===== src/design/buffer_changed_flag_irq_pkg.sv =====
// constants of the diagnostic interrupt reporter: record codes, cause bits,
// register offsets, reset values and lamp timing.
// assumes a 200 MHz system clock and a 32-bit classic wishbone register bus.
package buffer_changed_flag_irq_pkg;

    // cause vector layout, one level per error source
    localparam int NCAUSE               = 8;
    localparam int C_CONNECTOR          = 0;    // front connector missing
    localparam int C_AUX_SUPPLY         = 1;    // encoder auxiliary supply missing
    localparam int C_ZERO_MARK          = 2;    // zero marker error
    localparam int C_CABLE              = 3;    // encoder cable fault
    localparam int C_RANGE              = 4;    // travel range exceeded (operating)
    localparam int C_SET_ACTUAL         = 5;    // set actual value failed (operating)
    localparam int C_INTERNAL           = 6;    // internal module fault
    localparam int C_WATCHDOG           = 7;    // supervision tripped
    localparam logic [7:0] SYNC_MASK    = 8'h3f; // causes that drop synchronization
    localparam logic [7:0] OPER_MASK    = 8'h30; // operating errors
    localparam logic [7:0] INT_MASK     = 8'hc0; // internal lamp group
    localparam logic [7:0] CHAN_MASK    = 8'h3c; // channel related causes

    // diagnostic record codes
    localparam logic [7:0] EV_LEAVE     = 8'h38;
    localparam logic [7:0] EV_ENTER     = 8'h39;
    localparam logic [7:0] FAULT_ID     = 8'h42;
    localparam logic [7:0] PRIO_RUN     = 8'h1a;
    localparam logic [7:0] PRIO_START   = 8'h1c;
    localparam logic [7:0] HANDLER_NUM  = 8'h52;
    localparam logic [7:0] IO_INPUT     = 8'h54;
    localparam logic [7:0] ERR_CLASS    = 8'h80; // class 128
    localparam int F_MODULE             = 0;    // record byte 8 bits
    localparam int F_INTERNAL           = 1;
    localparam int F_EXTERNAL           = 2;
    localparam int F_CHANNEL            = 3;
    localparam int F_AUX                = 4;
    localparam int F_CONNECTOR          = 5;
    localparam int F_WATCHDOG           = 3;    // record byte 10 bit

    // register word offsets (byte addresses)
    localparam logic [7:0] A_REC0       = 8'h00; // bytes 0..3
    localparam logic [7:0] A_REC1       = 8'h04; // bytes 4..7
    localparam logic [7:0] A_REC2       = 8'h08; // bytes 8..11
    localparam logic [7:0] A_CFG        = 8'h0c; // base address, channels in use
    localparam logic [7:0] A_STAT       = 8'h10; // pending causes, flags
    localparam logic [7:0] A_BUFACK     = 8'h14; // buffer read done, per channel
    localparam logic [15:0] BASE_RST    = 16'h0000;
    localparam logic [1:0] CHAN_RST     = 2'h3;

    // lamp minimum on time
    localparam int HOLD_W               = 30;
    localparam int LAMP_HOLD_MS         = 3000;
    localparam int CLK_KHZ              = 200000;
    localparam int LAMP_HOLD_CYC        = LAMP_HOLD_MS * CLK_KHZ;

endpackage


===== src/design/buffer_changed_flag_irq_reporter.sv =====
// diagnostic event reporter of a two channel positioning module.
// assumes level error causes synchronous to sys_clk, host mode levels from
// the backplane, and a classic wishbone master for the record registers.
//
// Chosen here: the Wishbone interface to the registers and the address map.
`timescale 1ns/1ps

// Functional notes
// - new interrupt error aborts positioning
// - sync-loss causes clear axis synchronization
// - pending error blocks start and directions
// - operating error allows jog toward range
// - switches and jobs pass while errors pend
// - any pending error reports entering event
// - partial clear re-reports entering event
// - new error: interrupt, lamp, buffer entry
// - leaving event only once all cleared
// - leaving: interrupt, lamps off after hold, no entry
// - module fault bit zero when leaving
// - no interrupts while host stopped
// - run entry re-reports still pending errors
// - no leaving interrupt if cleared in stop
// - event class 38 leave, 39 enter
// - priority 1a in run, 1c startup
// - base address at record byte 6
// - byte 8 carries the fault flags
// - byte 10 bit 3 flags watchdog trip
// - buffer entries use error class 128
// - lamps stay lit at least 3 s
// - buffer write sets changed flag per channel
module buffer_changed_flag_irq_reporter
    import buffer_changed_flag_irq_pkg::*;
#(
    parameter int unsigned HOLD_CYC = buffer_changed_flag_irq_pkg::LAMP_HOLD_CYC  // lamp hold cycles
) (
    input  wire logic        sys_clk,          // 200 mhz clock
    input  wire logic        rst,              // sync reset, high
    input  wire logic        wb_cyc_i,         // bus cycle
    input  wire logic        wb_stb_i,         // strobe
    input  wire logic        wb_we_i,          // write enable
    input  wire logic [7:0]  wb_adr_i,         // byte address
    input  wire logic [31:0] wb_dat_i,         // write data
    input  wire logic [3:0]  wb_sel_i,         // byte lanes
    output logic      [31:0] wb_dat_o,         // read data
    output logic             wb_ack_o,         // acknowledge
    input  wire logic [buffer_changed_flag_irq_pkg::NCAUSE-1:0] err_cause,  // pending causes
    input  wire logic        host_run,         // host in run
    input  wire logic        host_startup,     // host in startup
    input  wire logic        start_cmd,        // start request
    input  wire logic        dir_p_cmd,        // plus direction request
    input  wire logic        dir_m_cmd,        // minus direction request
    input  wire logic        jog_mode,         // jogging selected
    input  wire logic        range_is_plus,    // working range lies in plus
    input  wire logic        job_req,          // job or function switch
    output logic             start_ok,         // start passed on
    output logic             dir_p_ok,         // plus passed on
    output logic             dir_m_ok,         // minus passed on
    output logic             job_ok,           // job passed on
    output logic             abort_pos,        // abort positioning pulse
    output logic             clear_sync,       // drop synchronization pulse
    output logic             buffer_changed_flag_irq,         // interrupt pulse to host
    output logic             internal_fault_lamp,  // internal group lamp
    output logic             external_fault_lamp,  // external group lamp
    output logic             buf_wr,           // buffer entry strobe
    output logic      [7:0]  buf_class,        // entry error class
    output logic      [7:0]  buf_cause,        // entry causes
    output logic      [1:0]  buffer_changed_flag   // per channel
);

    // all state in one record
    typedef struct packed {
        logic [7:0]        pend;       // pending causes last cycle
        logic              active;     // host was in run or startup
        logic              host_err;   // host believes errors pend
        logic              lamp_i;     // internal lamp
        logic              lamp_e;     // external lamp
        logic [HOLD_W-1:0] hold_i;     // internal hold count
        logic [HOLD_W-1:0] hold_e;     // external hold count
        logic              irq;        // interrupt pulse
        logic              abort;      // abort pulse
        logic              clr_sync;   // sync clear pulse
        logic              bwr;        // buffer write
        logic [7:0]        bcls;       // buffer class
        logic [7:0]        bcause;     // buffer causes
        logic [1:0]        bchg;       // buffer changed
        logic [7:0]        ev;         // record byte 0
        logic [7:0]        prio;       // record byte 2
        logic [7:0]        flags;      // record byte 8
        logic              wdog;       // record byte 10 bit 3
        logic [15:0]       base;       // module base address
        logic [1:0]        chans;      // channels in use
        logic              st_ok;      // start gate
        logic              dp_ok;      // plus gate
        logic              dm_ok;      // minus gate
        logic              jb_ok;      // job gate
        logic              ack;        // bus ack
        logic [31:0]       rdata;      // bus read data
    } state_t;

    state_t s_r;    // registered state
    state_t s_nxt;  // next state

    // refuse a hold that the counter cannot carry
    if (HOLD_CYC < 1 || HOLD_CYC >= (64'd1 << HOLD_W)) begin : g_chk
        $error("HOLD_CYC out of range");
    end

    localparam logic [HOLD_W-1:0] HOLD_LD = HOLD_W'(HOLD_CYC);

    // event decode helpers
    logic       act;        // host may take interrupts
    logic       emp;        // no cause pending now
    logic [7:0] newe;       // causes that just entered
    logic [7:0] gone;       // causes that just left
    logic       resume;     // host entered run or startup
    logic       enter_ev;   // entering event now
    logic       leave_ev;   // leaving event now
    logic       blocked;    // motion commands refused
    logic       oper_only;  // only operating errors pend
    logic       bus_req;    // new bus request
    logic       wr_take;    // write committed at the ack edge

    // next state
    always_comb begin
        s_nxt     = s_r;
        act       = host_run | host_startup;
        emp       = (err_cause == '0);
        newe      = err_cause & ~s_r.pend;
        gone      = s_r.pend & ~err_cause;
        resume    = act & ~s_r.active;
        // a partial clear or fresh cause re-reports all pending
        enter_ev  = act & ~emp & ((|newe) | (|gone) | resume);
        // leaving only once the module is clean and host saw errors
        leave_ev  = act & emp & s_r.host_err;
        blocked   = ~emp;
        oper_only = ((err_cause & ~OPER_MASK) == '0);
        bus_req   = wb_cyc_i & wb_stb_i & ~s_r.ack;
        // writes land where the master sees ack, address and data still held
        wr_take   = wb_cyc_i & wb_stb_i & wb_we_i & s_r.ack;

        s_nxt.pend   = err_cause;
        s_nxt.active = act;

        // host view: while stopped a clean module owes no leaving
        if (enter_ev) begin
            s_nxt.host_err = 1'b1;
        end else if (leave_ev || emp) begin
            s_nxt.host_err = 1'b0;
        end

        // interrupt only toward a host in run or startup
        s_nxt.irq = enter_ev | leave_ev;

        // record update on each delivered event
        if (enter_ev || leave_ev) begin
            s_nxt.ev   = enter_ev ? EV_ENTER : EV_LEAVE;
            s_nxt.prio = host_run ? PRIO_RUN : PRIO_START;
            s_nxt.flags = '0;
            s_nxt.flags[F_MODULE]    = ~emp;
            s_nxt.flags[F_INTERNAL]  = |(err_cause & INT_MASK);
            s_nxt.flags[F_EXTERNAL]  = |(err_cause & ~INT_MASK);
            s_nxt.flags[F_CHANNEL]   = |(err_cause & CHAN_MASK);
            s_nxt.flags[F_AUX]       = err_cause[C_AUX_SUPPLY];
            s_nxt.flags[F_CONNECTOR] = err_cause[C_CONNECTOR];
            s_nxt.wdog = err_cause[C_WATCHDOG];
        end

        // reactions to new causes, regardless of host mode
        s_nxt.abort    = |newe;
        s_nxt.clr_sync = |(newe & SYNC_MASK);
        // leaving events never reach the buffer
        s_nxt.bwr      = |newe;
        s_nxt.bcause   = newe;
        if (|newe) begin
            s_nxt.bcls = ERR_CLASS;
        end

        // internal lamp with minimum on time
        if (|(err_cause & INT_MASK)) begin
            s_nxt.lamp_i = 1'b1;
            s_nxt.hold_i = HOLD_LD;
        end else if (s_r.hold_i != '0) begin
            s_nxt.hold_i = s_r.hold_i - 1'b1;
        end else begin
            s_nxt.lamp_i = 1'b0;
        end

        // external lamp, same scheme
        if (|(err_cause & ~INT_MASK)) begin
            s_nxt.lamp_e = 1'b1;
            s_nxt.hold_e = HOLD_LD;
        end else if (s_r.hold_e != '0) begin
            s_nxt.hold_e = s_r.hold_e - 1'b1;
        end else begin
            s_nxt.lamp_e = 1'b0;
        end

        // motion gates; jog toward range survives operating errors
        s_nxt.st_ok = start_cmd & ~blocked;
        s_nxt.dp_ok = dir_p_cmd & (~blocked |
                      (oper_only & jog_mode & range_is_plus));
        s_nxt.dm_ok = dir_m_cmd & (~blocked |
                      (oper_only & jog_mode & ~range_is_plus));
        // jobs and switches never see the error state
        s_nxt.jb_ok = job_req;

        // bus slave: one wait state, ack drops after one cycle
        s_nxt.ack   = bus_req;
        s_nxt.rdata = '0;
        if (bus_req && !wb_we_i) begin
            unique case (wb_adr_i[7:2])
                A_REC0[7:2]: s_nxt.rdata = {HANDLER_NUM, s_r.prio,
                                            FAULT_ID, s_r.ev};
                A_REC1[7:2]: s_nxt.rdata = {s_r.base[7:0], s_r.base[15:8],
                                            IO_INPUT, 8'h00};
                A_REC2[7:2]: s_nxt.rdata = {12'h000, s_r.wdog, 3'h0,
                                            8'h00, s_r.flags};
                A_CFG[7:2]:  s_nxt.rdata = {14'h0000, s_r.chans, s_r.base};
                A_STAT[7:2]: s_nxt.rdata = {21'h000000, s_r.host_err,
                                            s_r.bchg, s_r.pend};
                default:     s_nxt.rdata = '0;   // unmapped reads zero
            endcase
        end

        // configuration writes by lane
        if (wr_take && wb_adr_i[7:2] == A_CFG[7:2]) begin
            if (wb_sel_i[0]) begin
                s_nxt.base[7:0] = wb_dat_i[7:0];
            end
            if (wb_sel_i[1]) begin
                s_nxt.base[15:8] = wb_dat_i[15:8];
            end
            if (wb_sel_i[2]) begin
                s_nxt.chans = wb_dat_i[17:16];
            end
        end

        // buffer changed: software clears, a new entry wins
        if (wr_take && wb_adr_i[7:2] == A_BUFACK[7:2] && wb_sel_i[0]) begin
            s_nxt.bchg = s_r.bchg & ~wb_dat_i[1:0];
        end
        if (|newe) begin
            s_nxt.bchg = s_nxt.bchg | s_r.chans;
        end
    end

    // single state register
    always_ff @(posedge sys_clk) begin
        if (rst) begin
            s_r       <= '0;
            s_r.base  <= BASE_RST;
            s_r.chans <= CHAN_RST;
        end else begin
            s_r <= s_nxt;
        end
    end

    // outputs straight from state
    assign wb_dat_o            = s_r.rdata;
    assign wb_ack_o            = s_r.ack;
    assign start_ok            = s_r.st_ok;
    assign dir_p_ok            = s_r.dp_ok;
    assign dir_m_ok            = s_r.dm_ok;
    assign job_ok              = s_r.jb_ok;
    assign abort_pos           = s_r.abort;
    assign clear_sync          = s_r.clr_sync;
    assign buffer_changed_flag_irq            = s_r.irq;
    assign internal_fault_lamp = s_r.lamp_i;
    assign external_fault_lamp = s_r.lamp_e;
    assign buf_wr              = s_r.bwr;
    assign buf_class           = s_r.bcls;
    assign buf_cause           = s_r.bcause;
    assign buffer_changed_flag = s_r.bchg;
endmodule


===== config.mk =====
export PLATFORM = sky130hd
export DESIGN_NAME = buffer_changed_flag_irq_reporter
export DESIGN_NICKNAME = d
export VERILOG_FILES = /design/src/design/buffer_changed_flag_irq_pkg.sv /design/src/design/buffer_changed_flag_irq_reporter.sv
export SDC_FILE = /design/constraint.sdc
export NUM_CORES = 1
export LEC_CHECK = 0
export BUFFER_PORTS_ARGS = -buffer_cell sky130_fd_sc_hd__buf_2
export CAP_MARGIN = 20
export CORE_MARGIN = 2
export CORE_UTILIZATION = 50
export DETAILED_ROUTE_END_ITERATION = 8
export HOLD_SLACK_MARGIN = 0.15
export PLACE_DENSITY_LB_ADDON = 0.12
export SYNTH_ARGS = -nofsm -noshare
export SYNTH_HDL_FRONTEND = slang
export SYNTH_SLANG_ARGS = --single-unit

===== constraint.sdc =====
create_clock -name sys_clk -period 1.75 [get_ports sys_clk]
set_input_delay 0 -clock sys_clk [delete_from_list [all_inputs] [get_ports sys_clk]]
set_output_delay 0 -clock sys_clk [all_outputs]
set_load 0.01 [all_outputs]

## Word-level counts from Yosys, hierarchy flattened

Index checks and enable logic that the tools add are counted.

- Add/sub/neg operators: 2
- Multiply operators: 0
- Divide/modulo/power cells: 0
- Order comparisons: 0
- Equal/unequal tests: 7
- Shift operators: 0
- Multiplexer cells: 15
- Bitwise logic cells: 33
- Reductions and logical operators: 27

Operators by type and width:

| kind | number |
|---|---|
| $pmux 32 s5 | 1 |
| $mux 30 | 4 |
| $reduce_bool 30->1 | 2 |
| $sub 30x1->30 const B | 2 |
| $and 8x8->8 | 2 |
| $logic_not 8->1 | 2 |
| $not 8->8 | 2 |
| $reduce_or 8->1 | 2 |
| $and 1x1->1 | 15 |
| $eq 6x2->1 const B | 2 |
| $eq 6x3->1 const B | 2 |
| $reduce_or 6->1 | 2 |
| $mux 1 | 7 |
| $reduce_or 7->1 | 1 |
| $eq 6x1->1 const B | 1 |
| $logic_not 6->1 | 1 |
| $or 1x1->1 | 6 |
| $reduce_and 2->1 | 3 |
| $reduce_bool 2->1 | 3 |
| $not 1->1 | 5 |
| $logic_and 1x1->1 | 4 |
| $mux 2 | 2 |
| $ne 2x2->1 const B | 2 |
| $reduce_or 2->1 | 2 |
| other kinds (8) | 9 |

- Bits in registers: 164
- Latch bits: 0
- Memory bits (writable): 0
- Memory bits (read-only): 0
- Input port bits: 65
- Word-level logic and storage cells: 112
- Memories: 0

## Logic depth before layout (Yosys ltp)

- Depth in word-level cells: 8
- Mapped depth: 9
- Gate-level depth less buffers: 8

## Worst setup path before layout

No wires, ideal clock.

- Path kind: register to register
- Start: register s_r[132] in the netlist's numbering
- End: register s_r[141] in the netlist's numbering
- Setup time: 132 ps
- Data arrival time: 1736 ps
- Required time: 1618 ps
- Setup slack: -119 ps
- Cell stages (with the launch flop): 10
- Cell sequence: dfxtp_1 -> inv_1 -> ha_1 -> nor4b_2 -> nand4_1 -> o21a_1 -> buf_2 -> nand3b_1 -> xor2_1 -> a21oi_1

- Longest elaborated chain between the ends: 3

RTL lines:

| item | RTL line | source |
|---|---|---|
| start: declaration | buffer_changed_flag_irq_reporter.sv:100 | `state_t s_r;` |
| start signal: assignment | buffer_changed_flag_irq_reporter.sv:254 | `s_r <= s_nxt;` |
| $sub 30x1->30 | buffer_changed_flag_irq_reporter.sv:183 | `s_nxt.hold_i = s_r.hold_i - 1'b1;` |
| $mux 30 | buffer_changed_flag_irq_reporter.sv:182 | `end else if (s_r.hold_i != '0) begin` |
| $mux 30 | buffer_changed_flag_irq_reporter.sv:179 | `if (\|(err_cause & INT_MASK)) begin` |

Several ways; a longest one is shown, not always the timed one. The select of a mux whose other input is x is not followed.
A chain may end at the register's enable or synchronous reset.

## Final worst setup path

- Start: register s_r[161] in the netlist's numbering
- End: register s_r[147] in the netlist's numbering

- Longest elaborated chain between the ends: 1

RTL lines:

| item | RTL line |
|---|---|
| $reduce_bool 30->1 | buffer_changed_flag_irq_reporter.sv:182 |

No other way between the ends.

==> impl_metrics.yaml <==
drt:
  drtAntennaViolNets: 0
  via_per_inst: 5.373
  drc: 0
  wirelength_um: 18870
  dr.first_iter.drc_count: 493
  via_count: 6152
  drtPass1Iterations: 5
  wl_per_cell_um: 16.48
worst_setup_path:
  reg2reg_slack_ps: -190
  worstPathRequired_ps: 2060
  arrival_ps: 2250
  timing.rr.end: "s_r[147]"
  worstPathMaxFanout: 7
  start_kind: "register"
  critPathLaunch: "s_r[161]"
  r2r_cells: 8
  worstSetupEndpointType: "register"
  r2r-start: "s_r[161]"
  path_class: "register to register"
timing:
  holdWs_ps: 128.6
  rsz0062_at_grt: "yes"
  fin_ws_ps: -191.7
  finalHoldViolations: 0
  min_period_ps: 1942
  worst_pin_slew_ps: 659.8
  finalCritPeriodShare_pct: 111.0
  timing.fmax_mhz: 515.0
  finalMaxSlewViolations: 0
  slew_headroom_pct: 55.74
  skew_ps: 9.382
  setup_viol: 60
cells_and_area:
  antenna-diode-count: 0
  drive_gt1_share_pct: 39.77
  mostFrequentLayoutCells: "137 x dfxtp_1, 108 x buf_4, 101 x nor2_1, 100 x buf_2, 60 x dlygate4sd3_1"
  area_delta_synth_final_pct: 47.32
  final_common_cell: "dfxtp_1"
  final_util_pct: 76.18
  final_cells: 1145
  fin_nets: 1027
die:
  initial_utilization_pct: 51.71
  fp.coreArea_um2: 12770
  die_w_um: 118.9
  die-area_um2: 14150
  io_pins: 126
  rows: 41
  die_height_um: 118.9
synthesis:
  syn-cell-area_um2: 6605
  netlist_top_cells_area: "dfxtp_1 46%, nor2_1 6.0%, buf_4 5.9%"
  yosys_warnings: 0
  ys_ff_latch: 152
  synth_enable_flop_cells: 0
  synth-seq-area-share_pct: 46.07
  synth_flop_cell: "dfxtp_1"
  synthCells: 722
  synth_area_leader_cell: "dfxtp_1"
  yosysUniqueCellTypes: 70
  syn_avg_cell_area_um2: 9.148
  async_reset_ff_share_pct: 0
  synth.top_cell.area_share_pct: 46.07
run:
  cap_violations: 0
power_and_ir_drop:
  p_clk_share_pct: 45.5
  power.total_w: 0.008638
  p_switching_w: 0.002083
  power_frac_seq_pct: 42.2
  sw_frac_of_total_pct: 24.12
  power.density_nw_per_um2: 887.7
  p_leak_nw: 4.345
  internal-power_w: 0.006554
  pwr-share-comb_pct: 12.4
  max-vdd-ir-drop_v: 0.0007070
cts:
  clkLatencyLatePin_ps: 430
  clk_pin_slew_ps: 60
  clockRootBuffer: "clkbuf_16"
  htreeDepth: 4
  tritoncts: "yes"
  cts_inserted_buffers: 17
  clock_sinks: 152
  cts.path.max_buffers: 2
global_route:
  grt_pass1_vias: 6154
  antenna_found_initial: 0
  grt_overflow: 0
  grt_pass1_wl_um: 28950
  gr-usage-all-layers_pct: 25.58
  grt_max_degree: 38
outcome:
  outcome: "finished with violations"
  failed_checks: "setup timing"
placed_design:
  gp_congestion: 0.9030
  portBuffers: 101
  dpl.cell_count: 1027
  dp_hpwl_um: 11510
hold_path:
  holdPathStages: 3
  whs_endpoint: "s_r[39]"
  hold_path.startpoint: "rst"
  hp-class: "primary input to register"
[registers in the layout, indices dropped and copies added (netlist names)]
signal                   cells
dir_m_ok                     1
external_fault_lamp          1
start_ok                     1
buffer_changed_flag          2
internal_fault_lamp          1
wb_ack_o                     1
buf_wr                       1
buf_class                    1
wb_dat_o                    32
clear_sync                   1
s_r                         99
buf_cause                    8
buffer_changed_flag_irq      1
dir_p_ok                     1
job_ok                       1
[power groups by stage]
| stage | clock (W) | combinational (W) | sequential (W) |
|---|---|---|---|
| after global routing | 0.00413 | 0.00115 | 0.00365 |
| after global placement | 0 | 0.000769 | 0.00370 |
| after CTS | 0.00396 | 0.000950 | 0.00363 |
| final | 0.00393 | 0.00107 | 0.00364 |
| after floorplan | 0 | 0.000480 | 0.00371 |
| after detailed placement | 0 | 0.000788 | 0.00371 |
[stage by stage]
step,setup slack [ps],cell area [µm²],setup TNS (ps)
floorplan,-31.68,6743,-351.7
global placement,-170.8,7730,-1881
detailed placement,-249.8,7730,-2977
CTS,-116.8,9273,-1849
global route,-286.2,9731,-10690
finish,-191.7,9731,-5187
[cell type report]
| type | count | area, µm² |
|---|---|---|
| Inverter | 27 | 101.3 |
| Fill cell | 839 | 3043 |
| Tap cell | 172 | 215.2 |
| Clock buffer | 19 | 442.9 |
| Timing Repair Buffer | 289 | 2167 |
| Multi-Input combinational cell | 473 | 3550 |
| Clock inverter | 13 | 192.7 |
| Sequential cell | 152 | 3062 |
[worst max-delay path: stages (launching register included)]
cell,delay [ps]
dfxtp_2,340
nor4_4,290
buf_4,160
nand4_1,200
buf_4,230
o21a_4,230
nor3b_1,160
xnor2_1,180
nor2_1,60
[worst max-delay path by stage]
stage / depth (start not counted) / to / slack (ps)
4_1_cts: 8 / s_r[121] / -120
5_1_grt: 8 / s_r[147] / -290
6_report: 8 / s_r[147] / -190
3_5_place_dp: 8 / s_r[145] / -250
3_3_place_gp: 8 / s_r[145] / -170
2_1_floorplan: 6 / s_r[127] / -30
[logic make-up (layout without fill, tap and decap cells)]
kind of cell | after synthesis | in the layout | share of synthesized area, %
flip-flops | 152 | 152 | 46.07
AND/OR/NAND/NOR | 298 | 298 | 24.72
buffers and inverters | 104 | 348 | 9.035
AO/OA/AOI/OAI | 95 | 96 | 10.06
adder cells (fa/ha/maj) | 2 | 2 | 0.3788
XOR/XNOR | 50 | 50 | 6.630
multiplexers | 20 | 20 | 3.050
other | 1 | 7 | 0.05677
[cells in the mapped netlist (all sizes together) (11+ instances only)]
master	count
xnor2	21
nand3	22
clkbuf	17
mux2i	19
dfxtp	152
and2	11
nor3	31
xor2	29
nand2	46
nor2	105
a22oi	11
a21oi	39
nor4	22
inv	26
buf	60
[layer usage]
| metal | part of all wire (%) | routed length [µm] | vias up | GRT usage (%) |
|---|---|---|---|---|
| met5 | 0 | 0 | - | 0 |
| met3 | 5.0 | 940 | 61 | 5.891 |
| li1 | - | - | 2916 | - |
| met1 | 40 | 7462 | 2940 | 28.52 |
| met2 | 52 | 9833 | 235 | 46.26 |
| met4 | 3.4 | 637 | 0 | 11.24 |
[timing repair]
item,CTS,global route
hold endpoints to repair,86,35
gates cloned,1,0
pin swaps,41,61
resized for setup,52,71
endpoints found under the setup margin,61,79
hold buffers,62,1
setup buffers,6,17
Note: power is estimated with default switching activity, not from simulation.
